### src/hw/ccp_pkg.sv
// package of constants for the capture/compare/pwm unit
// Summary of operation
// - 16-bit timer reloads programmed value on overflow
// - prescaler divides by any ratio 1..1024
// - prescaler is 10-bit counter reloading on overflow
// - unit clock: peripheral clock basic, pll in pwm
// - pll multiplies 0.5-1 MHz reference by 32
// - 4-bit divider scales peripheral clock to reference
// - basic mode direction bit, reversal takes effect immediately
// - coherent 16-bit timer access through shadow registers
// - each reload sets overflow flag, interrupt if enabled
// - optional 8-bit up/down counting width
// - four compare channels, enable and pin gating
// - timer equals compare sets match flag, interrupt
// - each compare output has selectable polarity
// - capture always on, copies timer to register
// - capture edge selectable rising or falling
// - filter needs four equal samples per edge
// - event counter delays capture by programmed events
// - seven interrupt sources share one request
// - asymmetric pwm always counts down
// - symmetric pwm alternates up and down counting
// - pwm pin set by compare, symmetric down-count compare clears it; asymmetric reload clears it, otherwise halt level while disabled
// - asymmetric alternating pairs A/B, C/D per cycle
// - pll reference is pclk divided by value plus one
package ccp_pkg;
    localparam logic [3:0] ADDR_CTRL = 4'h0;
    localparam logic [3:0] ADDR_PRESC = 4'h1;
    localparam logic [3:0] ADDR_TMR_LO = 4'h2;
    localparam logic [3:0] ADDR_TMR_HI = 4'h3;
    localparam logic [3:0] ADDR_RLD_LO = 4'h4;
    localparam logic [3:0] ADDR_RLD_HI = 4'h5;
    localparam logic [3:0] ADDR_CMP_BASE = 4'h6;
    localparam logic [3:0] ADDR_CAP0 = 4'hA;
    localparam logic [3:0] ADDR_CAP1 = 4'hB;
    localparam logic [3:0] ADDR_CAPCFG = 4'hC;
    localparam logic [3:0] ADDR_OUTCFG = 4'hD;
    localparam logic [3:0] ADDR_IEN = 4'hE;
    localparam logic [3:0] ADDR_FLAGS = 4'hF;
    // control register fields
    localparam int CTRL_MODE_LSB = 0;
    localparam int CTRL_DIR_BIT = 2;
    localparam int CTRL_W8_BIT = 3;
    localparam int CTRL_ALT_BIT = 4;
    localparam int CTRL_RUN_BIT = 5;
    localparam int CTRL_PLLDIV_LSB = 8;
    // flag register layout
    localparam int FLG_OVF = 0;
    localparam int FLG_CAP_LSB = 1;
    localparam int FLG_CMP_LSB = 3;
    localparam int NUM_IRQ = 7;
    localparam int NUM_CMP = 4;
    localparam int NUM_CAP = 2;
    localparam int FILT_SAMPLES = 4;
    localparam int PLL_MULT = 32;
    localparam logic [15:0] RST_CFG = 16'h0000;
    localparam logic [15:0] RST_TMR = 16'h0000;
    localparam logic [9:0] RST_PRESC = 10'h000;
    typedef enum logic [1:0] {MODE_BASIC, MODE_ASYM, MODE_SYM, MODE_RSVD} ccp_mode_e;
endpackage : ccp_pkg

### src/hw/ccp_unit.sv
// capture/compare/pwm unit with register port
`timescale 1ns/10ps
module ccp_unit
    import ccp_pkg::*;
#(
    parameter int PRESC_W = 10
) (
    input wire logic CLK,
    input wire logic RESET_N,
    input wire logic PLL_CLK_EN,
    input wire logic [3:0] ADDR,
    input wire logic [15:0] WDATA,
    input wire logic WR,
    input wire logic RD,
    output logic [15:0] RDATA,
    input wire logic [1:0] CAP_IN,
    output logic [3:0] CMP_OUT,
    output logic [3:0] CMP_OE,
    output logic PLL_REF_EN,
    output logic IRQ
);
    // elaboration check: the prescaler logic is built for ten bits only
    if (PRESC_W != 10) begin : g_bad_presc_w
        $error("prescaler width must be 10");
    end

    logic [15:0] ctrl_q, presc_rld_q, rld_q, tmr_q, capcfg_q, outcfg_q, ien_q;
    logic [15:0] cmp_q [NUM_CMP];
    logic [15:0] cap_q [NUM_CAP];
    logic [NUM_IRQ-1:0] flags_q;
    logic [PRESC_W-1:0] presc_q;
    logic [7:0] lo_shadow_q, hi_shadow_q;
    logic [3:0] pll_cnt_q;
    logic [3:0] pin_q;
    logic sym_up_q, alt_q;
    ccp_mode_e mode;
    logic unit_clock, tick, reload;
    logic [15:0] top, tmr_d;
    logic [NUM_IRQ-1:0] set_ev;

    assign mode = ccp_mode_e'(ctrl_q[CTRL_MODE_LSB +: 2]);
    assign top = ctrl_q[CTRL_W8_BIT] ? 16'h00FF : 16'hFFFF;

    // pll reference: pclk / (n+1), then pll output x32 as enable pulses
    always_ff @(posedge CLK or negedge RESET_N) begin
        if (!RESET_N) begin
            pll_cnt_q <= 4'h0;
        end else if (pll_cnt_q >= ctrl_q[CTRL_PLLDIV_LSB +: 4]) begin
            pll_cnt_q <= 4'h0;
        end else begin
            pll_cnt_q <= pll_cnt_q + 4'h1;
        end
    end
    assign PLL_REF_EN = (pll_cnt_q == 4'h0);

    // unit clock selection: pclk in basic mode, pll output in pwm modes
    assign unit_clock = (mode == MODE_BASIC) ? 1'b1 : PLL_CLK_EN;

    // prescaler: counts up from reload, one tick per overflow
    always_ff @(posedge CLK or negedge RESET_N) begin
        if (!RESET_N) begin
            presc_q <= RST_PRESC;
        end else if (unit_clock && ctrl_q[CTRL_RUN_BIT]) begin
            presc_q <= (&presc_q) ? presc_rld_q[PRESC_W-1:0] : presc_q + 1'b1;
        end
    end
    assign tick = unit_clock && ctrl_q[CTRL_RUN_BIT] && (&presc_q);

    // timer next value per mode
    always_comb begin
        reload = 1'b0;
        tmr_d = tmr_q;
        case (mode)
            MODE_BASIC: begin
                if (ctrl_q[CTRL_DIR_BIT]) begin // down
                    reload = (tmr_q == 16'h0000);
                    tmr_d = reload ? rld_q : tmr_q - 16'h0001;
                end else begin
                    reload = (tmr_q == top);
                    tmr_d = reload ? rld_q : tmr_q + 16'h0001;
                end
            end
            MODE_ASYM: begin
                reload = (tmr_q == 16'h0000);
                tmr_d = reload ? rld_q : tmr_q - 16'h0001;
            end
            MODE_SYM: begin
                if (sym_up_q) begin
                    tmr_d = tmr_q + 16'h0001;
                end else begin
                    reload = (tmr_q == 16'h0000);
                    tmr_d = reload ? tmr_q + 16'h0001 : tmr_q - 16'h0001;
                end
            end
            default: begin
                tmr_d = tmr_q;
            end
        endcase
        tmr_d = tmr_d & top;
    end

    // timer register with coherent software access
    always_ff @(posedge CLK or negedge RESET_N) begin
        if (!RESET_N) begin
            tmr_q <= RST_TMR;
        end else if (WR && ADDR == ADDR_TMR_HI) begin
            tmr_q <= {WDATA[7:0], lo_shadow_q};
        end else if (tick) begin
            tmr_q <= tmr_d;
        end
    end

    // shadow bytes: low written first, high read after low
    always_ff @(posedge CLK or negedge RESET_N) begin
        if (!RESET_N) begin
            lo_shadow_q <= 8'h00;
            hi_shadow_q <= 8'h00;
        end else begin
            if (WR && ADDR == ADDR_TMR_LO) begin
                lo_shadow_q <= WDATA[7:0];
            end
            if (RD && ADDR == ADDR_TMR_LO) begin
                hi_shadow_q <= tmr_q[15:8];
            end
        end
    end

    // symmetric direction and alternating pair phase
    always_ff @(posedge CLK or negedge RESET_N) begin
        if (!RESET_N) begin
            sym_up_q <= 1'b1;
            alt_q <= 1'b0;
        end else if (tick) begin
            if (mode == MODE_SYM && sym_up_q && tmr_q + 16'h0001 >= (rld_q & top)) begin
                sym_up_q <= 1'b0;
            end else if (mode == MODE_SYM && !sym_up_q && tmr_q == 16'h0000) begin
                sym_up_q <= 1'b1;
            end
            if (reload) begin
                alt_q <= ~alt_q;
            end
        end
    end

    // configuration registers
    always_ff @(posedge CLK or negedge RESET_N) begin
        if (!RESET_N) begin
            ctrl_q <= RST_CFG;
            presc_rld_q <= RST_CFG;
            rld_q <= RST_CFG;
            capcfg_q <= RST_CFG;
            outcfg_q <= RST_CFG;
            ien_q <= RST_CFG;
        end else if (WR) begin
            case (ADDR)
                ADDR_CTRL: ctrl_q <= WDATA;
                ADDR_PRESC: presc_rld_q <= WDATA;
                ADDR_RLD_LO: rld_q[7:0] <= WDATA[7:0];
                ADDR_RLD_HI: rld_q[15:8] <= WDATA[7:0];
                ADDR_CAPCFG: capcfg_q <= WDATA;
                ADDR_OUTCFG: outcfg_q <= WDATA;
                ADDR_IEN: ien_q <= WDATA;
                default: ;
            endcase
        end
    end

    // compare channels
    genvar gi;
    generate
        for (gi = 0; gi < NUM_CMP; gi++) begin : g_cmp
            logic match, gate;
            assign match = tick && outcfg_q[gi] && (tmr_q == cmp_q[gi]);
            assign gate = !ctrl_q[CTRL_ALT_BIT] || mode != MODE_ASYM || (alt_q == 1'(gi % 2));
            assign set_ev[FLG_CMP_LSB + gi] = match;
            always_ff @(posedge CLK or negedge RESET_N) begin
                if (!RESET_N) begin
                    cmp_q[gi] <= RST_TMR;
                end else if (WR && ADDR == ADDR_CMP_BASE + 4'(gi)) begin
                    cmp_q[gi] <= WDATA;
                end
            end
            // pin changes on a compare event, clears on asymmetric reload, and otherwise takes the halt level while output is disabled
            always_ff @(posedge CLK or negedge RESET_N) begin
                if (!RESET_N) begin
                    pin_q[gi] <= 1'b0;
                end else if (match && gate) begin
                    if (mode == MODE_BASIC) begin
                        pin_q[gi] <= ~pin_q[gi];
                    end else if (mode == MODE_SYM) begin
                        pin_q[gi] <= sym_up_q;
                    end else begin
                        pin_q[gi] <= 1'b1;
                    end
                end else if (tick && reload && mode == MODE_ASYM) begin
                    pin_q[gi] <= 1'b0;
                end else if (!outcfg_q[8+gi]) begin
                    pin_q[gi] <= outcfg_q[12+gi] ^ outcfg_q[4+gi]; // halt level held
                end
            end
            always_ff @(posedge CLK or negedge RESET_N) begin
                if (!RESET_N) begin
                    CMP_OUT[gi] <= 1'b0;
                    CMP_OE[gi] <= 1'b0;
                end else begin
                    CMP_OUT[gi] <= (pin_q[gi] && gate) ^ outcfg_q[4+gi];
                    CMP_OE[gi] <= outcfg_q[gi] && outcfg_q[8+gi];
                end
            end
        end
    endgenerate

    // capture inputs: sync, filter, edge, event count
    generate
        for (gi = 0; gi < NUM_CAP; gi++) begin : g_cap
            logic s1_q, s2_q, lvl_q;
            logic [2:0] hist_q;
            logic [3:0] ev_q;
            logic lvl_d, edge_ok;
            always_ff @(posedge CLK or negedge RESET_N) begin
                if (!RESET_N) begin
                    s1_q <= 1'b0;
                    s2_q <= 1'b0;
                    hist_q <= 3'h0;
                end else begin
                    s1_q <= CAP_IN[gi];
                    s2_q <= s1_q;
                    hist_q <= {hist_q[1:0], s2_q};
                end
            end
            // filtered level needs four equal samples
            assign lvl_d = capcfg_q[2+gi] ?
                ((&{hist_q, s2_q}) ? 1'b1 : (~|{hist_q, s2_q}) ? 1'b0 : lvl_q) : s2_q;
            assign edge_ok = (lvl_d != lvl_q) && (lvl_d == !capcfg_q[gi]);
            always_ff @(posedge CLK or negedge RESET_N) begin
                if (!RESET_N) begin
                    lvl_q <= 1'b0;
                    ev_q <= 4'h0;
                    cap_q[gi] <= RST_TMR;
                end else begin
                    lvl_q <= lvl_d;
                    if (edge_ok) begin
                        if (ev_q >= capcfg_q[4+4*gi +: 4]) begin
                            ev_q <= 4'h0;
                            cap_q[gi] <= tmr_q;
                        end else begin
                            ev_q <= ev_q + 4'h1;
                        end
                    end
                end
            end
            assign set_ev[FLG_CAP_LSB + gi] = edge_ok && (ev_q >= capcfg_q[4+4*gi +: 4]);
        end
    endgenerate

    assign set_ev[FLG_OVF] = tick && reload;

    // flags: write one to clear, a new event wins
    always_ff @(posedge CLK or negedge RESET_N) begin
        if (!RESET_N) begin
            flags_q <= '0;
        end else if (WR && ADDR == ADDR_FLAGS) begin
            flags_q <= (flags_q & ~WDATA[NUM_IRQ-1:0]) | set_ev;
        end else begin
            flags_q <= flags_q | set_ev;
        end
    end
    assign IRQ = |(flags_q & ien_q[NUM_IRQ-1:0]);

    // read data one cycle after read strobe
    always_ff @(posedge CLK or negedge RESET_N) begin
        if (!RESET_N) begin
            RDATA <= 16'h0000;
        end else if (RD) begin
            case (ADDR)
                ADDR_CTRL: RDATA <= ctrl_q;
                ADDR_PRESC: RDATA <= presc_rld_q;
                ADDR_TMR_LO: RDATA <= {8'h00, tmr_q[7:0]};
                ADDR_TMR_HI: RDATA <= {8'h00, hi_shadow_q};
                ADDR_RLD_LO: RDATA <= {8'h00, rld_q[7:0]};
                ADDR_RLD_HI: RDATA <= {8'h00, rld_q[15:8]};
                ADDR_CAP0: RDATA <= cap_q[0];
                ADDR_CAP1: RDATA <= cap_q[1];
                ADDR_CAPCFG: RDATA <= capcfg_q;
                ADDR_OUTCFG: RDATA <= outcfg_q;
                ADDR_IEN: RDATA <= ien_q;
                ADDR_FLAGS: RDATA <= {9'h000, flags_q};
                default: RDATA <= cmp_q[ADDR[1:0] - 2'd2];
            endcase
        end
    end
endmodule : ccp_unit

### config.mk
export PLATFORM = sky130hd
export DESIGN_NAME = ccp_unit
export DESIGN_NICKNAME = d
export VERILOG_FILES = /design/src/hw/ccp_pkg.sv /design/src/hw/ccp_unit.sv
export SDC_FILE = /design/constraint.sdc
export NUM_CORES = 1
export LEC_CHECK = 0
export BUFFER_PORTS_ARGS = -buffer_cell sky130_fd_sc_hd__buf_2
export CORE_AREA = 2 2 195 197
export CTS_CLUSTER_SIZE = 10
export DETAILED_ROUTE_END_ITERATION = 10
export DIE_AREA = 0 0 197 199
export PLACE_DENSITY = 0.61
export SLEW_MARGIN = 20
export SYNTH_ARGS = -nofsm -noshare
export SYNTH_HDL_FRONTEND = slang
export SYNTH_SLANG_ARGS = --single-unit
### constraint.sdc
create_clock -name CLK -period 4.9 [get_ports CLK]
set_input_delay 0.49 -clock CLK [delete_from_list [all_inputs] [get_ports CLK]]
set_output_delay 0.49 -clock CLK [all_outputs]
set_load 0.005 [all_outputs]
---- After elaboration in Yosys (flattened, before gate mapping) ----
Index checks and enable logic that the tools add are counted.
storage, ports and cells
  memory bits (writable) .................. 0
  flip-flop bits (word level) ............. 295
  output and inout bits ................... 26
  bits in latches ......................... 0
  logic and storage cells ................. 225
  ROM bits ................................ 0
  bits of input ports ..................... 27
  memories ................................ 0
operators by class
  equality and inequality tests ........... 31
  multipliers ............................. 0
  mux-type cells .......................... 47
  bitwise logic cells ..................... 21
  magnitude comparators ................... 5
  reductions and logical operators ........ 70
  div/mod/pow operators ................... 0
  shift-type cells ........................ 0
  add/sub/neg operators ................... 7
operators by type and width
  cell                                                                      count
  16-bit case mux with 12 select lines                                      1
  16-bit 2-to-1 mux                                                         10
  16-bit == test                                                            5
  16-bit case mux with 3 select lines                                       1
  1-bit logical AND                                                         40
  16-bit AND                                                                2
  16-bit binary-select mux with 2-bit select                                1
  4-bit == test (second input constant)                                     8
  1-bit 2-to-1 mux                                                          28
  2-bit AND reduction                                                       11
  16-bit by 1-bit adder with 16-bit output (second input constant)          1
  4-bit by 3-bit == test with 1-bit output (second input constant)          4
  16-bit >= comparator                                                      1
  16-bit logical NOT                                                        1
  16-bit by 1-bit subtractor with 16-bit output (second input constant)     1
  7-bit AND                                                                 2
  7-bit bitwise OR                                                          2
  4-bit by 1-bit adder with 4-bit output (second input constant)            3
  4-bit >= comparator                                                       3
  4-bit 2-to-1 mux                                                          3
  3-bit by 1-bit inequality test with 1-bit output (second input constant)  4
  10-bit by 1-bit adder with 10-bit output (second input constant)          1
  10-bit 2-to-1 mux                                                         1
  10-bit AND reduction                                                      1
  other kinds (23)                                                          46

---- Depth between registers and ports, before layout ----
Gate-level depths: netlist of the first run.
  depth after elaboration ................. 9
  depth in mapped cells ................... 13
  depth with buffers taken out ............ 12

---- Least setup slack after synthesis of the first run ----
No wires, ideal clock.
  path kind ............................... reg-to-reg
  start point ............................. register tmr_q[0]
  end point ............................... register tmr_q[13]
  buffers on the path ..................... 2
  period minus slack after synthesis ...... 2.677 ns
  data required time ...................... 4.761 ns
  arrival time ............................ 2.537 ns
  path slack .............................. 2.223 ns
  library setup time ...................... 0.139 ns
  cell stages (with the launch flop) ...... 10
  path through ............................ dfrtp_1 clkbuf_1 clkbuf_1 inv_1 ha_1 nor4b_1 nand2_1 o221a_2 a221oi_1 o221ai_1
on the way
  longest elaborated chain between the ends .. 7
  elaborated cells on any way between the ends .. 13
  those cells by class .................... add/sub: 2; eq/ne: 1; mux: 8; bitwise: 1; reduce/logical: 1
ends and longest elaborated chain
  element                                                                line                                            text
  start, declared                                                        ccp_unit.sv:27                                  logic [15:0] ctrl_q, presc_rld_q, rld_q, tmr_q, capcfg_q, outcfg_q, ien_q;
  start signal, assigned                                                 ccp_unit.sv:107                                 tmr_q <= {WDATA[7:0], lo_shadow_q};
  start signal, assigned                                                 ccp_unit.sv:109                                 tmr_q <= tmr_d;
  16-bit by 1-bit subtractor with 16-bit output (tied with other cells)  ccp_unit.sv:77, ccp_unit.sv:85, ccp_unit.sv:92
  16-bit 2-to-1 mux, on equally long branches                            --
  16-bit 2-to-1 mux, on equally long branches                            ccp_unit.sv:88, ccp_unit.sv:75
  16-bit case mux with 3 select lines *                                  ccp_unit.sv:73                                  case (mode)
  16-bit AND *                                                           ccp_unit.sv:99                                  tmr_d = tmr_d & top;
  16-bit 2-to-1 mux *                                                    ccp_unit.sv:108                                 end else if (tick) begin
  16-bit 2-to-1 mux *                                                    ccp_unit.sv:106                                 end else if (WR && ADDR == ADDR_TMR_HI) begin
Every way passes the cells marked *; elsewhere a longest branch is shown, timed or not. The select of a mux whose other input is x is not followed.
A chain may end at the register's enable or synchronous reset.

---- Worst setup path after layout of the first run ----
  start point ............................. register tmr_q[3]
  end point ............................... register sym_up_q
on the way
  longest elaborated chain between the ends .. 5
  elaborated cells on any way between the ends .. 8
  those cells by class .................... add/sub: 1; order compare: 1; mux: 1; reduce/logical: 5
ends and longest elaborated chain
  element                                   line             text
  16-bit by 1-bit adder with 16-bit output  ccp_unit.sv:134  if (mode == MODE_SYM && sym_up_q && tmr_q + 16'h0001 >= (rld_q & top)) begin
  16-bit >= comparator                      ccp_unit.sv:134
  1-bit logical AND                         ccp_unit.sv:134
  2-bit nonzero test (no source line)       --
  2-bit AND reduction (no source line)      --
  end signal, assigned                      ccp_unit.sv:131  sym_up_q <= 1'b1;
  end signal, assigned                      ccp_unit.sv:135  sym_up_q <= 1'b0;
  end signal, assigned                      ccp_unit.sv:137  sym_up_q <= 1'b1;
  end, declared                             ccp_unit.sv:35   logic sym_up_q, alt_q;
Parallel ways exist; a longest one is shown, timed or not.

==> report_table.html, run 1 <==
<table>
<tr><th>Metric</th><th>Value</th></tr>
<tr><th colspan="2">Placement</th></tr>
<tr><td>Post-DP HPWL</td><td>slightly below 40000 µm</td></tr>
<tr><td>Placement-stage worst setup slack</td><td>~1500 ps</td></tr>
<tr><td>Post-placement cell count</td><td>roughly 2000</td></tr>
<tr><td>Final weighted congestion of routability-driven global placement</td><td>a little under 1</td></tr>
<tr><td>Count of port buffers added during placement</td><td>52</td></tr>
<tr><th colspan="2">Synthesis</th></tr>
<tr><td>Sequential share of the synthesized area</td><td>0.449</td></tr>
<tr><td>Average footprint of a synthesized cell</td><td>between 10 and 15 µm²</td></tr>
<tr><td>Number of synthesized register bits</td><td>slightly below 300</td></tr>
<tr><td>Count of flip-flops with a built-in enable after synthesis</td><td>0</td></tr>
<tr><td>Cell count after synthesis</td><td>between 1500 and 2000</td></tr>
<tr><td>Most used flip-flop cell after synthesis</td><td>sky130_fd_sc_hd__dfrtp_1</td></tr>
<tr><td>Number of distinct standard cells referenced by the synthesized netlist</td><td>between 70 and 80</td></tr>
<tr><td>Synthesized cell area</td><td>approximately 16000 µm²</td></tr>
<tr><td>Synth async-reset ratio</td><td>1.00</td></tr>
<tr><td>Biggest area consumer among synthesized cells</td><td>sky130_fd_sc_hd__dfrtp_1</td></tr>
<tr><td>Most frequently used cell type in the post-synthesis netlist</td><td>sky130_fd_sc_hd__dfrtp_1</td></tr>
<tr><td>Dominant cells by area after synthesis</td><td>sky130_fd_sc_hd__dfrtp_1, sky130_fd_sc_hd__mux2_2, sky130_fd_sc_hd__xnor2_1, sky130_fd_sc_hd__ha_1, sky130_fd_sc_hd__nand2_1</td></tr>
<tr><td>Syn_nets</td><td>roughly 1600</td></tr>
<tr><td>Share of the synthesized area in the top cell type</td><td>0.448</td></tr>
<tr><td>Yosys Warn Count</td><td>0</td></tr>
<tr><td>Commonest cells in the synthesized netlist</td><td>sky130_fd_sc_hd__dfrtp_1, sky130_fd_sc_hd__mux2_2, sky130_fd_sc_hd__nand2_1</td></tr>
<tr><th colspan="2">Clocking</th></tr>
<tr><td>Cell chosen for the clock root</td><td>sky130_fd_sc_hd__clkbuf_16</td></tr>
<tr><td>TritonCTS clock tree</td><td>built</td></tr>
<tr><td>Cts-stage hold buffer count</td><td>0</td></tr>
<tr><td>CTS sink cnt</td><td>slightly below 300</td></tr>
<tr><td>Number of clock buffers inserted by TritonCTS</td><td>37</td></tr>
<tr><td>Clock-pin slew on the worst setup and hold paths</td><td>roughly 60 ps</td></tr>
<tr><td>Cts repair resizes</td><td>0</td></tr>
<tr><td>Clock Tree Buf Depth</td><td>3</td></tr>
<tr><td>H-tree depth</td><td>2</td></tr>
<tr><td>Total setup buffers inserted after CTS</td><td>0</td></tr>
<tr><td>Insertion delay of the later-clocked pin in the worst-skew pair</td><td>between 500 and 600 ps</td></tr>
<tr><th colspan="2">Drt</th></tr>
<tr><td>Avg WL per Cell</td><td>~28 µm</td></tr>
<tr><td>Number of remaining DRC errors</td><td>0</td></tr>
<tr><td>Count of antenna-violating nets left after detailed routing</td><td>0</td></tr>
<tr><td>Number of DRC markers in iteration 0</td><td>roughly 1500</td></tr>
<tr><td>Routed WL</td><td>between 50000 and 60000 µm</td></tr>
<tr><td>Pre-antenna DRT Iters</td><td>5</td></tr>
<tr><td>Vias</td><td>13050</td></tr>
<tr><td>Detailed-route vias per instance</td><td>between 6 and 7</td></tr>
<tr><th colspan="2">Worst setup path</th></tr>
<tr><td>Flop2flop setup slack</td><td>~1500 ps</td></tr>
<tr><td>Arrival time at the worst endpoint</td><td>between 3000 and 4000 ps</td></tr>
<tr><td>Reg2reg start</td><td>tmr_q[3]</td></tr>
<tr><td>Crit path kind</td><td>reg2reg</td></tr>
<tr><td>Data required time at the worst endpoint</td><td>about 5400 ps</td></tr>
<tr><td>Startpoint kind of the worst setup timing path</td><td>register</td></tr>
<tr><td>End point of the critical path</td><td>sym_up_q</td></tr>
<tr><td>Number of cells on the worst reg-to-reg path</td><td>10</td></tr>
<tr><td>Worst r2r dst</td><td>sym_up_q</td></tr>
<tr><td>Critical Path End Type</td><td>register</td></tr>
<tr><td>Critical Path Fanout Max</td><td>17</td></tr>
<tr><td>Beginning of the critical path</td><td>tmr_q[3]</td></tr>
<tr><th colspan="2">Timing</th></tr>
<tr><td>Final Skew</td><td>~22 ps</td></tr>
<tr><td>Total Negative Setup Slacks</td><td>0 ps</td></tr>
<tr><td>Number of failing setup endpoints in the final timing report</td><td>0</td></tr>
<tr><td>Hold Violations, Final</td><td>16</td></tr>
<tr><td>Worst-Margin Slew</td><td>about 1100 ps</td></tr>
<tr><td>Post-route worst setup slack</td><td>roughly 1500 ps</td></tr>
<tr><td>Max-slew violation total from the final report</td><td>0</td></tr>
<tr><td>RSZ-0062 raised after global routing</td><td>false</td></tr>
<tr><td>Period utilisation layout</td><td>0.695</td></tr>
<tr><td>Peak clock frequency supported by timing</td><td>just under 300 MHz</td></tr>
<tr><td>Final critical path time including I/O delays and setup</td><td>about 3400 ps</td></tr>
<tr><td>Smallest hold slack</td><td>-56.6 ps</td></tr>
<tr><td>Headroom to the max-slew limit</td><td>0.233</td></tr>
<tr><th colspan="2">Floorplanning</th></tr>
<tr><td>Vert. Die Dim</td><td>199 µm</td></tr>
<tr><td>Placeable core region</td><td>around 37000 µm²</td></tr>
<tr><td>Number of ports placed on the die boundary</td><td>53</td></tr>
<tr><td>Full die area</td><td>~39000 µm²</td></tr>
<tr><td>Initial standard-cell utilization of the core</td><td>0.443</td></tr>
<tr><td>Floorplan row count</td><td>71</td></tr>
<tr><td>Die Wd</td><td>approximately 200 µm</td></tr>
<tr><th colspan="2">Finish</th></tr>
<tr><td># nets final</td><td>about 1600</td></tr>
<tr><td>Ant. Diodes</td><td>0</td></tr>
<tr><td>Final cell count without fillers</td><td>between 2000 and 2500</td></tr>
<tr><td>Fin util</td><td>0.494</td></tr>
<tr><td>Area growth from synthesis to final layout</td><td>11.5%</td></tr>
<tr><td>Share of cells above drive strength 1</td><td>0.246</td></tr>
<tr><th colspan="2">Worst hold path</th></tr>
<tr><td>Kind of path behind the tightest hold check</td><td>in2async</td></tr>
<tr><th colspan="2">Job</th></tr>
<tr><td>Total of max-cap violations</td><td>0</td></tr>
<tr><th colspan="2">Global routing</th></tr>
<tr><td>Via count of the first global-routing pass</td><td>12844</td></tr>
<tr><td>Global-route wire length before repair</td><td>between 80000 and 90000 µm</td></tr>
<tr><td>Pin count of the biggest net entering global routing</td><td>99</td></tr>
<tr><td>Number of antenna violations at the first check in global routing</td><td>1</td></tr>
<tr><td>Total grt overflow</td><td>0</td></tr>
<tr><td>GR Util All Layers</td><td>0.297</td></tr>
<tr><th colspan="2">Outcome</th></tr>
<tr><td>Failing checks</td><td>negative hold slack</td></tr>
<tr><td>Status</td><td>finished with violations</td></tr>
<tr><th colspan="2">Power</th></tr>
<tr><td>Power per standard cell area</td><td>479 nW/µm²</td></tr>
<tr><td>Largest vdd supply drop</td><td>0.275 mV</td></tr>
<tr><td>Static power due to leakage</td><td>7.83 nW</td></tr>
</table>
[routing by layer]
layer  global-route usage  wire length [µm]  vias up
li1                     -                 -     5657
met1                0.407             23900     6586
met2                0.451             25000      640
met3               0.0437              4320      165
met4                0.168              3470        2
met5                    0                13        -
[power breakdown]
part	internal, mW	switching [mW]	leakage [nW]
Combinational	1.14	1.21	3.59
Clock	1.61	1.05	0.558
Sequential	3.01	0.757	3.68
Total	5.76	3.01	7.83
[worst min-delay path by stage]
stage | slack (ps) | endpoint | start | cells after the start
3_5_place_dp | 350 | g_cap[1].s2_q | g_cap[1].s1_q | 0
2_1_floorplan | 190 | CMP_OE[0] | RESET_N | 0
3_3_place_gp | 340 | g_cap[1].s2_q | g_cap[1].s1_q | 0
6_report | -60 | tmr_q[6] | RESET_N | 1
5_1_grt | 10 | tmr_q[6] | RESET_N | 1
4_1_cts | 3 | lo_shadow_q[4] | RESET_N | 1
[cell usage in the layout, fill, tap and decap left out, types with 16 or more instances in the layout]
| cell type | Yosys | routed |
|---|---|---|
| sky130_fd_sc_hd__mux2_2 | 219 | 219 |
| sky130_fd_sc_hd__nand2_1 | 112 | 112 |
| sky130_fd_sc_hd__buf_2 | 5 | 51 |
| sky130_fd_sc_hd__ha_1 | 39 | 39 |
| sky130_fd_sc_hd__nand3_1 | 43 | 43 |
| sky130_fd_sc_hd__xor2_1 | 31 | 31 |
| sky130_fd_sc_hd__mux2i_1 | 22 | 22 |
| sky130_fd_sc_hd__mux4_2 | 17 | 17 |
| sky130_fd_sc_hd__nand2b_1 | 20 | 20 |
| sky130_fd_sc_hd__nor2_1 | 96 | 94 |
| sky130_fd_sc_hd__and2_1 | 16 | 16 |
| sky130_fd_sc_hd__o21ai_0 | 64 | 64 |
| sky130_fd_sc_hd__inv_1 | 35 | 35 |
| sky130_fd_sc_hd__a21oi_1 | 66 | 66 |
| sky130_fd_sc_hd__a22o_1 | 17 | 17 |
| sky130_fd_sc_hd__clkbuf_16 | 0 | 39 |
| sky130_fd_sc_hd__buf_4 | 1 | 35 |
| sky130_fd_sc_hd__dfrtp_1 | 294 | 294 |
| sky130_fd_sc_hd__xnor2_1 | 78 | 78 |
| sky130_fd_sc_hd__nand4_1 | 21 | 21 |
| sky130_fd_sc_hd__a22oi_1 | 16 | 16 |
[cell type report]
type,count,area (µm²)
Inverter,36,135
Clock buffer,51,1070
Tap cell,474,593
Fill cell,3327,18800
Multi-Input combinational cell,1103,8530
Timing Repair Buffer,88,553
Sequential cell,295,7380
Clock inverter,3,68.8
[stage by stage]
stage / hold WS (ps) / cell area, µm² / total power, mW
after detailed placement: 346 / 17200 / 6.10
after floorplan: 194 / 16400 / 5.17
after global routing: 13.3 / 18300 / 9.22
final: -56.6 / 18300 / 8.78
after global placement: 344 / 17200 / 6.05
after CTS: 2.50 / 18300 / 8.79
[cells by family (layout without fill, tap and decap cells)]
family                   count (synthesis)  after routing  synth area share
AND/OR/NAND/NOR                        392            392             0.118
AO/OA/AOI/OAI                          305            305             0.126
flip-flops                             295            295             0.449
multiplexers                           258            258             0.187
buffers and inverters                  139            178            0.0328
XOR/XNOR                               109            109            0.0581
adder cells (fa/ha/maj)                 39             39            0.0297
[critical path, stage by stage, from the launching register on]
cell	delay (ps)
sky130_fd_sc_hd__dfrtp_1	860
sky130_fd_sc_hd__nand4_1	410
sky130_fd_sc_hd__nor2_1	410
sky130_fd_sc_hd__nand3_1	150
sky130_fd_sc_hd__xnor2_1	240
sky130_fd_sc_hd__ha_1	380
sky130_fd_sc_hd__nand4_1	140
sky130_fd_sc_hd__or3_1	390
sky130_fd_sc_hd__and4b_1	190
sky130_fd_sc_hd__o21ai_0	60
sky130_fd_sc_hd__o21ai_0	100
[state kept, by name (all words and copies together) (netlist names), 6 cells and up]
register	cells
hi_shadow_q	8
cmp_q	64
presc_rld_q	16
g_cap.ev_q	8
lo_shadow_q	8
rld_q	16
capcfg_q	16
tmr_q	16
flags_q	7
ctrl_q	16
ien_q	16
outcfg_q	16
presc_q	10
cap_q	32
g_cap.hist_q	6
RDATA	16
No activity file was read; power rests on OpenSTA's default activity.
==> inputs of run 2 (changes only) <==
Settings changed: PLACE_DENSITY 0.61 to 0.63.
Clock period 4.9 ns to 3.1 ns, I/O delays scaled along.
==> run 2 against run 1 <==
  * The flow now finishes without violations
  * First-iteration DRC count shrank 3.7%
  * Global-route usage shrank 0.45 points
  * Final cell count grew 2.9%
  * Combinational power grew 72%
  * Routed wire length shrank 0.53%
  * Power grew 56%
  * Fmax grew 16%
  * Sequential power grew 52%
  * Die area is the same
  * Clock skew shrank 4.8 ps
  * Non-clock buffer count grew 61
  * Cell area grew 2.4%
  * Critical path type unchanged
  * Largest power group unchanged
==> report_table.html, run 2 (synthesis gave the netlist of run 1 again) <==
<table>
<tr><th>Metric</th><th>Value</th></tr>
<tr><th colspan="2">Clocking</th></tr>
<tr><td>TritonCTS clock tree</td><td>built (unchanged)</td></tr>
<tr><td>Number of clock buffers inserted by TritonCTS</td><td>37 (unchanged)</td></tr>
<tr><td>H-tree depth</td><td>2 (unchanged)</td></tr>
<tr><td>Clock-pin slew on the worst setup and hold paths</td><td>60 ps (about the same)</td></tr>
<tr><td>Cell chosen for the clock root</td><td>sky130_fd_sc_hd__clkbuf_16 (unchanged)</td></tr>
<tr><td>CTS sink cnt</td><td>295 (unchanged)</td></tr>
<tr><td>Clock Tree Buf Depth</td><td>3 (unchanged)</td></tr>
<tr><td>Insertion delay of the later-clocked pin in the worst-skew pair</td><td>550 ps (was 560 ps)</td></tr>
<tr><th colspan="2">Worst setup path</th></tr>
<tr><td>Arrival time at the worst endpoint</td><td>3350 ps (was 3890 ps)</td></tr>
<tr><td>Number of cells on the worst reg-to-reg path</td><td>6 (was 10)</td></tr>
<tr><td>Flop2flop setup slack</td><td>170 ps (was 1500 ps)</td></tr>
<tr><td>Critical Path Fanout Max</td><td>9 (was 17)</td></tr>
<tr><td>Crit path kind</td><td>reg2reg (unchanged)</td></tr>
<tr><td>Critical Path End Type</td><td>register (unchanged)</td></tr>
<tr><td>Startpoint kind of the worst setup timing path</td><td>register (unchanged)</td></tr>
<tr><td>Reg2reg start</td><td>tmr_q[7] (was tmr_q[3])</td></tr>
<tr><td>Data required time at the worst endpoint</td><td>3520 ps (was 5380 ps)</td></tr>
<tr><td>Worst r2r dst</td><td>tmr_q[8] (was sym_up_q)</td></tr>
<tr><th colspan="2">Drt</th></tr>
<tr><td>Vias</td><td>13249 (was 13050)</td></tr>
<tr><td>Number of remaining DRC errors</td><td>0 (unchanged)</td></tr>
<tr><td>Avg WL per Cell</td><td>26.7 µm (was 27.7 µm)</td></tr>
<tr><td>Pre-antenna DRT Iters</td><td>5 (unchanged)</td></tr>
<tr><td>Detailed-route vias per instance</td><td>6.28 (was 6.37)</td></tr>
<tr><td>Met2 wire length</td><td>25400 µm (was 25000 µm)</td></tr>
<tr><td>Routed WL</td><td>56400 µm (was 56700 µm)</td></tr>
<tr><td>Count of antenna-violating nets left after detailed routing</td><td>0 (unchanged)</td></tr>
<tr><td>Number of DRC markers in iteration 0</td><td>1397 (was 1451)</td></tr>
<tr><td>Top metal layer carrying routed signals</td><td>met5 (unchanged)</td></tr>
<tr><td>Routed metal-1 wire length</td><td>23600 µm (was 23900 µm)</td></tr>
<tr><td>Routed wl met3</td><td>4220 µm (was 4320 µm)</td></tr>
<tr><th colspan="2">Floorplanning</th></tr>
<tr><td>Vert. Die Dim</td><td>199 µm (unchanged)</td></tr>
<tr><td>Floorplan row count</td><td>71 (unchanged)</td></tr>
<tr><td>Placeable core region</td><td>37100 µm² (unchanged)</td></tr>
<tr><td>Number of ports placed on the die boundary</td><td>53 (unchanged)</td></tr>
<tr><td>Die Wd</td><td>197 µm (unchanged)</td></tr>
<tr><td>Initial standard-cell utilization of the core</td><td>0.443 (unchanged)</td></tr>
<tr><td>Full die area</td><td>39200 µm² (unchanged)</td></tr>
<tr><th colspan="2">Timing</th></tr>
<tr><td>Number of failing setup endpoints in the final timing report</td><td>0 (unchanged)</td></tr>
<tr><td>Period utilisation layout</td><td>0.946 (was 0.695)</td></tr>
<tr><td>Headroom to the max-slew limit</td><td>0.351 (was 0.233)</td></tr>
<tr><td>Peak clock frequency supported by timing</td><td>341 MHz (was 294 MHz)</td></tr>
<tr><td>Total Negative Setup Slacks</td><td>0 ps (unchanged)</td></tr>
<tr><td>Worst-Margin Slew</td><td>966 ps (was 1120 ps)</td></tr>
<tr><td>Smallest hold slack</td><td>189 ps (was -56.6 ps)</td></tr>
<tr><td>RSZ-0062 raised after global routing</td><td>false (unchanged)</td></tr>
<tr><td>Final critical path time including I/O delays and setup</td><td>2930 ps (was 3400 ps)</td></tr>
<tr><td>Hold Violations, Final</td><td>0 (was 16)</td></tr>
<tr><td>Max-slew violation total from the final report</td><td>0 (unchanged)</td></tr>
<tr><td>Final Skew</td><td>16.8 ps (was 21.7 ps)</td></tr>
<tr><th colspan="2">Finish</th></tr>
<tr><td>Ant. Diodes</td><td>0 (unchanged)</td></tr>
<tr><td>Top Registers</td><td>cmp_q x64, cap_q x32 (unchanged)</td></tr>
<tr><td>Commonest cells after routing, fill and taps aside</td><td>sky130_fd_sc_hd__dfrtp_1, sky130_fd_sc_hd__mux2_2, sky130_fd_sc_hd__nand2_1, sky130_fd_sc_hd__nor2_1, sky130_fd_sc_hd__buf_4 (was sky130_fd_sc_hd__dfrtp_1, sky130_fd_sc_hd__mux2_2, sky130_fd_sc_hd__nand2_1, sky130_fd_sc_hd__nor2_1, sky130_fd_sc_hd__xnor2_1)</td></tr>
<tr><td># nets final</td><td>1688 (was 1627)</td></tr>
<tr><td>Largest register FFs</td><td>64 (unchanged)</td></tr>
<tr><td>Register containing the most flip-flops in the final layout</td><td>cmp_q (unchanged)</td></tr>
<tr><td>Area growth from synthesis to final layout</td><td>14.2% (was 11.5%)</td></tr>
<tr><td>Most frequent standard cell in the layout excluding fill and tap cells</td><td>sky130_fd_sc_hd__dfrtp_1 (unchanged)</td></tr>
<tr><td>Share of cells above drive strength 1</td><td>0.274 (was 0.246)</td></tr>
<tr><th colspan="2">Global routing</th></tr>
<tr><td>Pin count of the biggest net entering global routing</td><td>97 (was 99)</td></tr>
<tr><td>GR Util All Layers</td><td>0.292 (was 0.297)</td></tr>
<tr><td>Number of antenna violations at the first check in global routing</td><td>2 (was 1)</td></tr>
<tr><td>Global-route wire length before repair</td><td>85000 µm (was 85400 µm)</td></tr>
<tr><td>Total grt overflow</td><td>0 (unchanged)</td></tr>
<tr><td>Via count of the first global-routing pass</td><td>13075 (was 12844)</td></tr>
<tr><th colspan="2">Worst hold path</th></tr>
<tr><td>Hold path startpoint</td><td>WDATA[15]</td></tr>
<tr><td>Kind of path behind the tightest hold check</td><td>in2reg (was in2async)</td></tr>
<tr><td>Count of cells along the worst hold path</td><td>2</td></tr>
<tr><td>Endpoint of the worst hold-timing path</td><td>capcfg_q[15]</td></tr>
<tr><th colspan="2">Placement</th></tr>
<tr><td>Final weighted congestion of routability-driven global placement</td><td>0.978 (was 0.969)</td></tr>
<tr><td>Count of port buffers added during placement</td><td>52 (unchanged)</td></tr>
<tr><td>Post-DP HPWL</td><td>40100 µm (was 39700 µm)</td></tr>
<tr><th colspan="2">Power</th></tr>
<tr><td>Static power due to leakage</td><td>8.10 nW (was 7.83 nW)</td></tr>
<tr><td>Largest vdd supply drop</td><td>0.439 mV (was 0.275 mV)</td></tr>
<tr><td>Power per standard cell area</td><td>730 nW/µm² (was 479 nW/µm²)</td></tr>
<tr><td>Pwr Total</td><td>13.7 mW (was 8.78 mW)</td></tr>
<tr><th colspan="2">Job</th></tr>
<tr><td>Total of max-cap violations</td><td>0 (unchanged)</td></tr>
<tr><th colspan="2">Outcome</th></tr>
<tr><td>Status</td><td>finished clean (was finished with violations)</td></tr>
</table>
==> run 2: cell type report <==
class	instances	area, µm²
clock buffers	46	1010
inverters	36	135
repair buffers	149	1060
clock inverters	6	58.8
well taps	474	593
flip-flops and latches	295	7380
multi-input cells	1103	8530
fillers	3372	18400
==> run 2: worst max-delay path by stage <==
stage,depth (start not counted),to,startpoint
final,6,tmr_q[8],tmr_q[7]
after global routing,11,sym_up_q,tmr_q[5]
after CTS,10,sym_up_q,tmr_q[5]
after detailed placement,10,sym_up_q,tmr_q[5]
after global placement,10,sym_up_q,tmr_q[5]
after floorplan,9,tmr_q[13],tmr_q[0]
==> run 2: worst max-delay path, stage by stage, from the launching register on <==
cell                        delay, ps
sky130_fd_sc_hd__dfrtp_1          510
sky130_fd_sc_hd__or4_1            670
sky130_fd_sc_hd__or4_1            590
sky130_fd_sc_hd__nor2_2           350
sky130_fd_sc_hd__a21oi_1          110
sky130_fd_sc_hd__a2111oi_0        460
sky130_fd_sc_hd__o21ai_1          110
==> run 2: metrics by stage <==
step	cell area, µm²	setup slack [ps]	cells	util
finish	18800	167	2109	0.505
floorplan	16400	423	1537	-
CTS	18800	240	2109	0.505
global placement	17700	300	2054	0.476
detailed placement	17700	235	2054	0.476
global route	18800	38.1	2109	0.505
==> run 2: timing repair <==
| action | CTS | global route |
|---|---|---|
| resized for setup | 0 | 2 |
| hold buffers | 3 | 0 |
| hold endpoints to repair | 92 | 0 |
| setup buffers | 0 | 0 |
| setup endpoints to repair | 0 | 1 |
==> run 2: report_power, final <==
group / total (mW) / switching [mW] / internal (mW)
clock: 3.95 / 1.66 / 2.29
combinational: 4.05 / 2.13 / 1.92
sequential: 5.72 / 0.951 / 4.76
total: 13.7 / 4.74 / 8.97
==> run 2: per-layer routing <==
| layer | global-route usage | up-vias |
|---|---|---|
| li1 | - | 5750 |
| met1 | 0.391 | 6675 |
| met2 | 0.461 | 648 |
| met3 | 0.0482 | 174 |
| met4 | 0.147 | 2 |
| met5 | 0 | - |
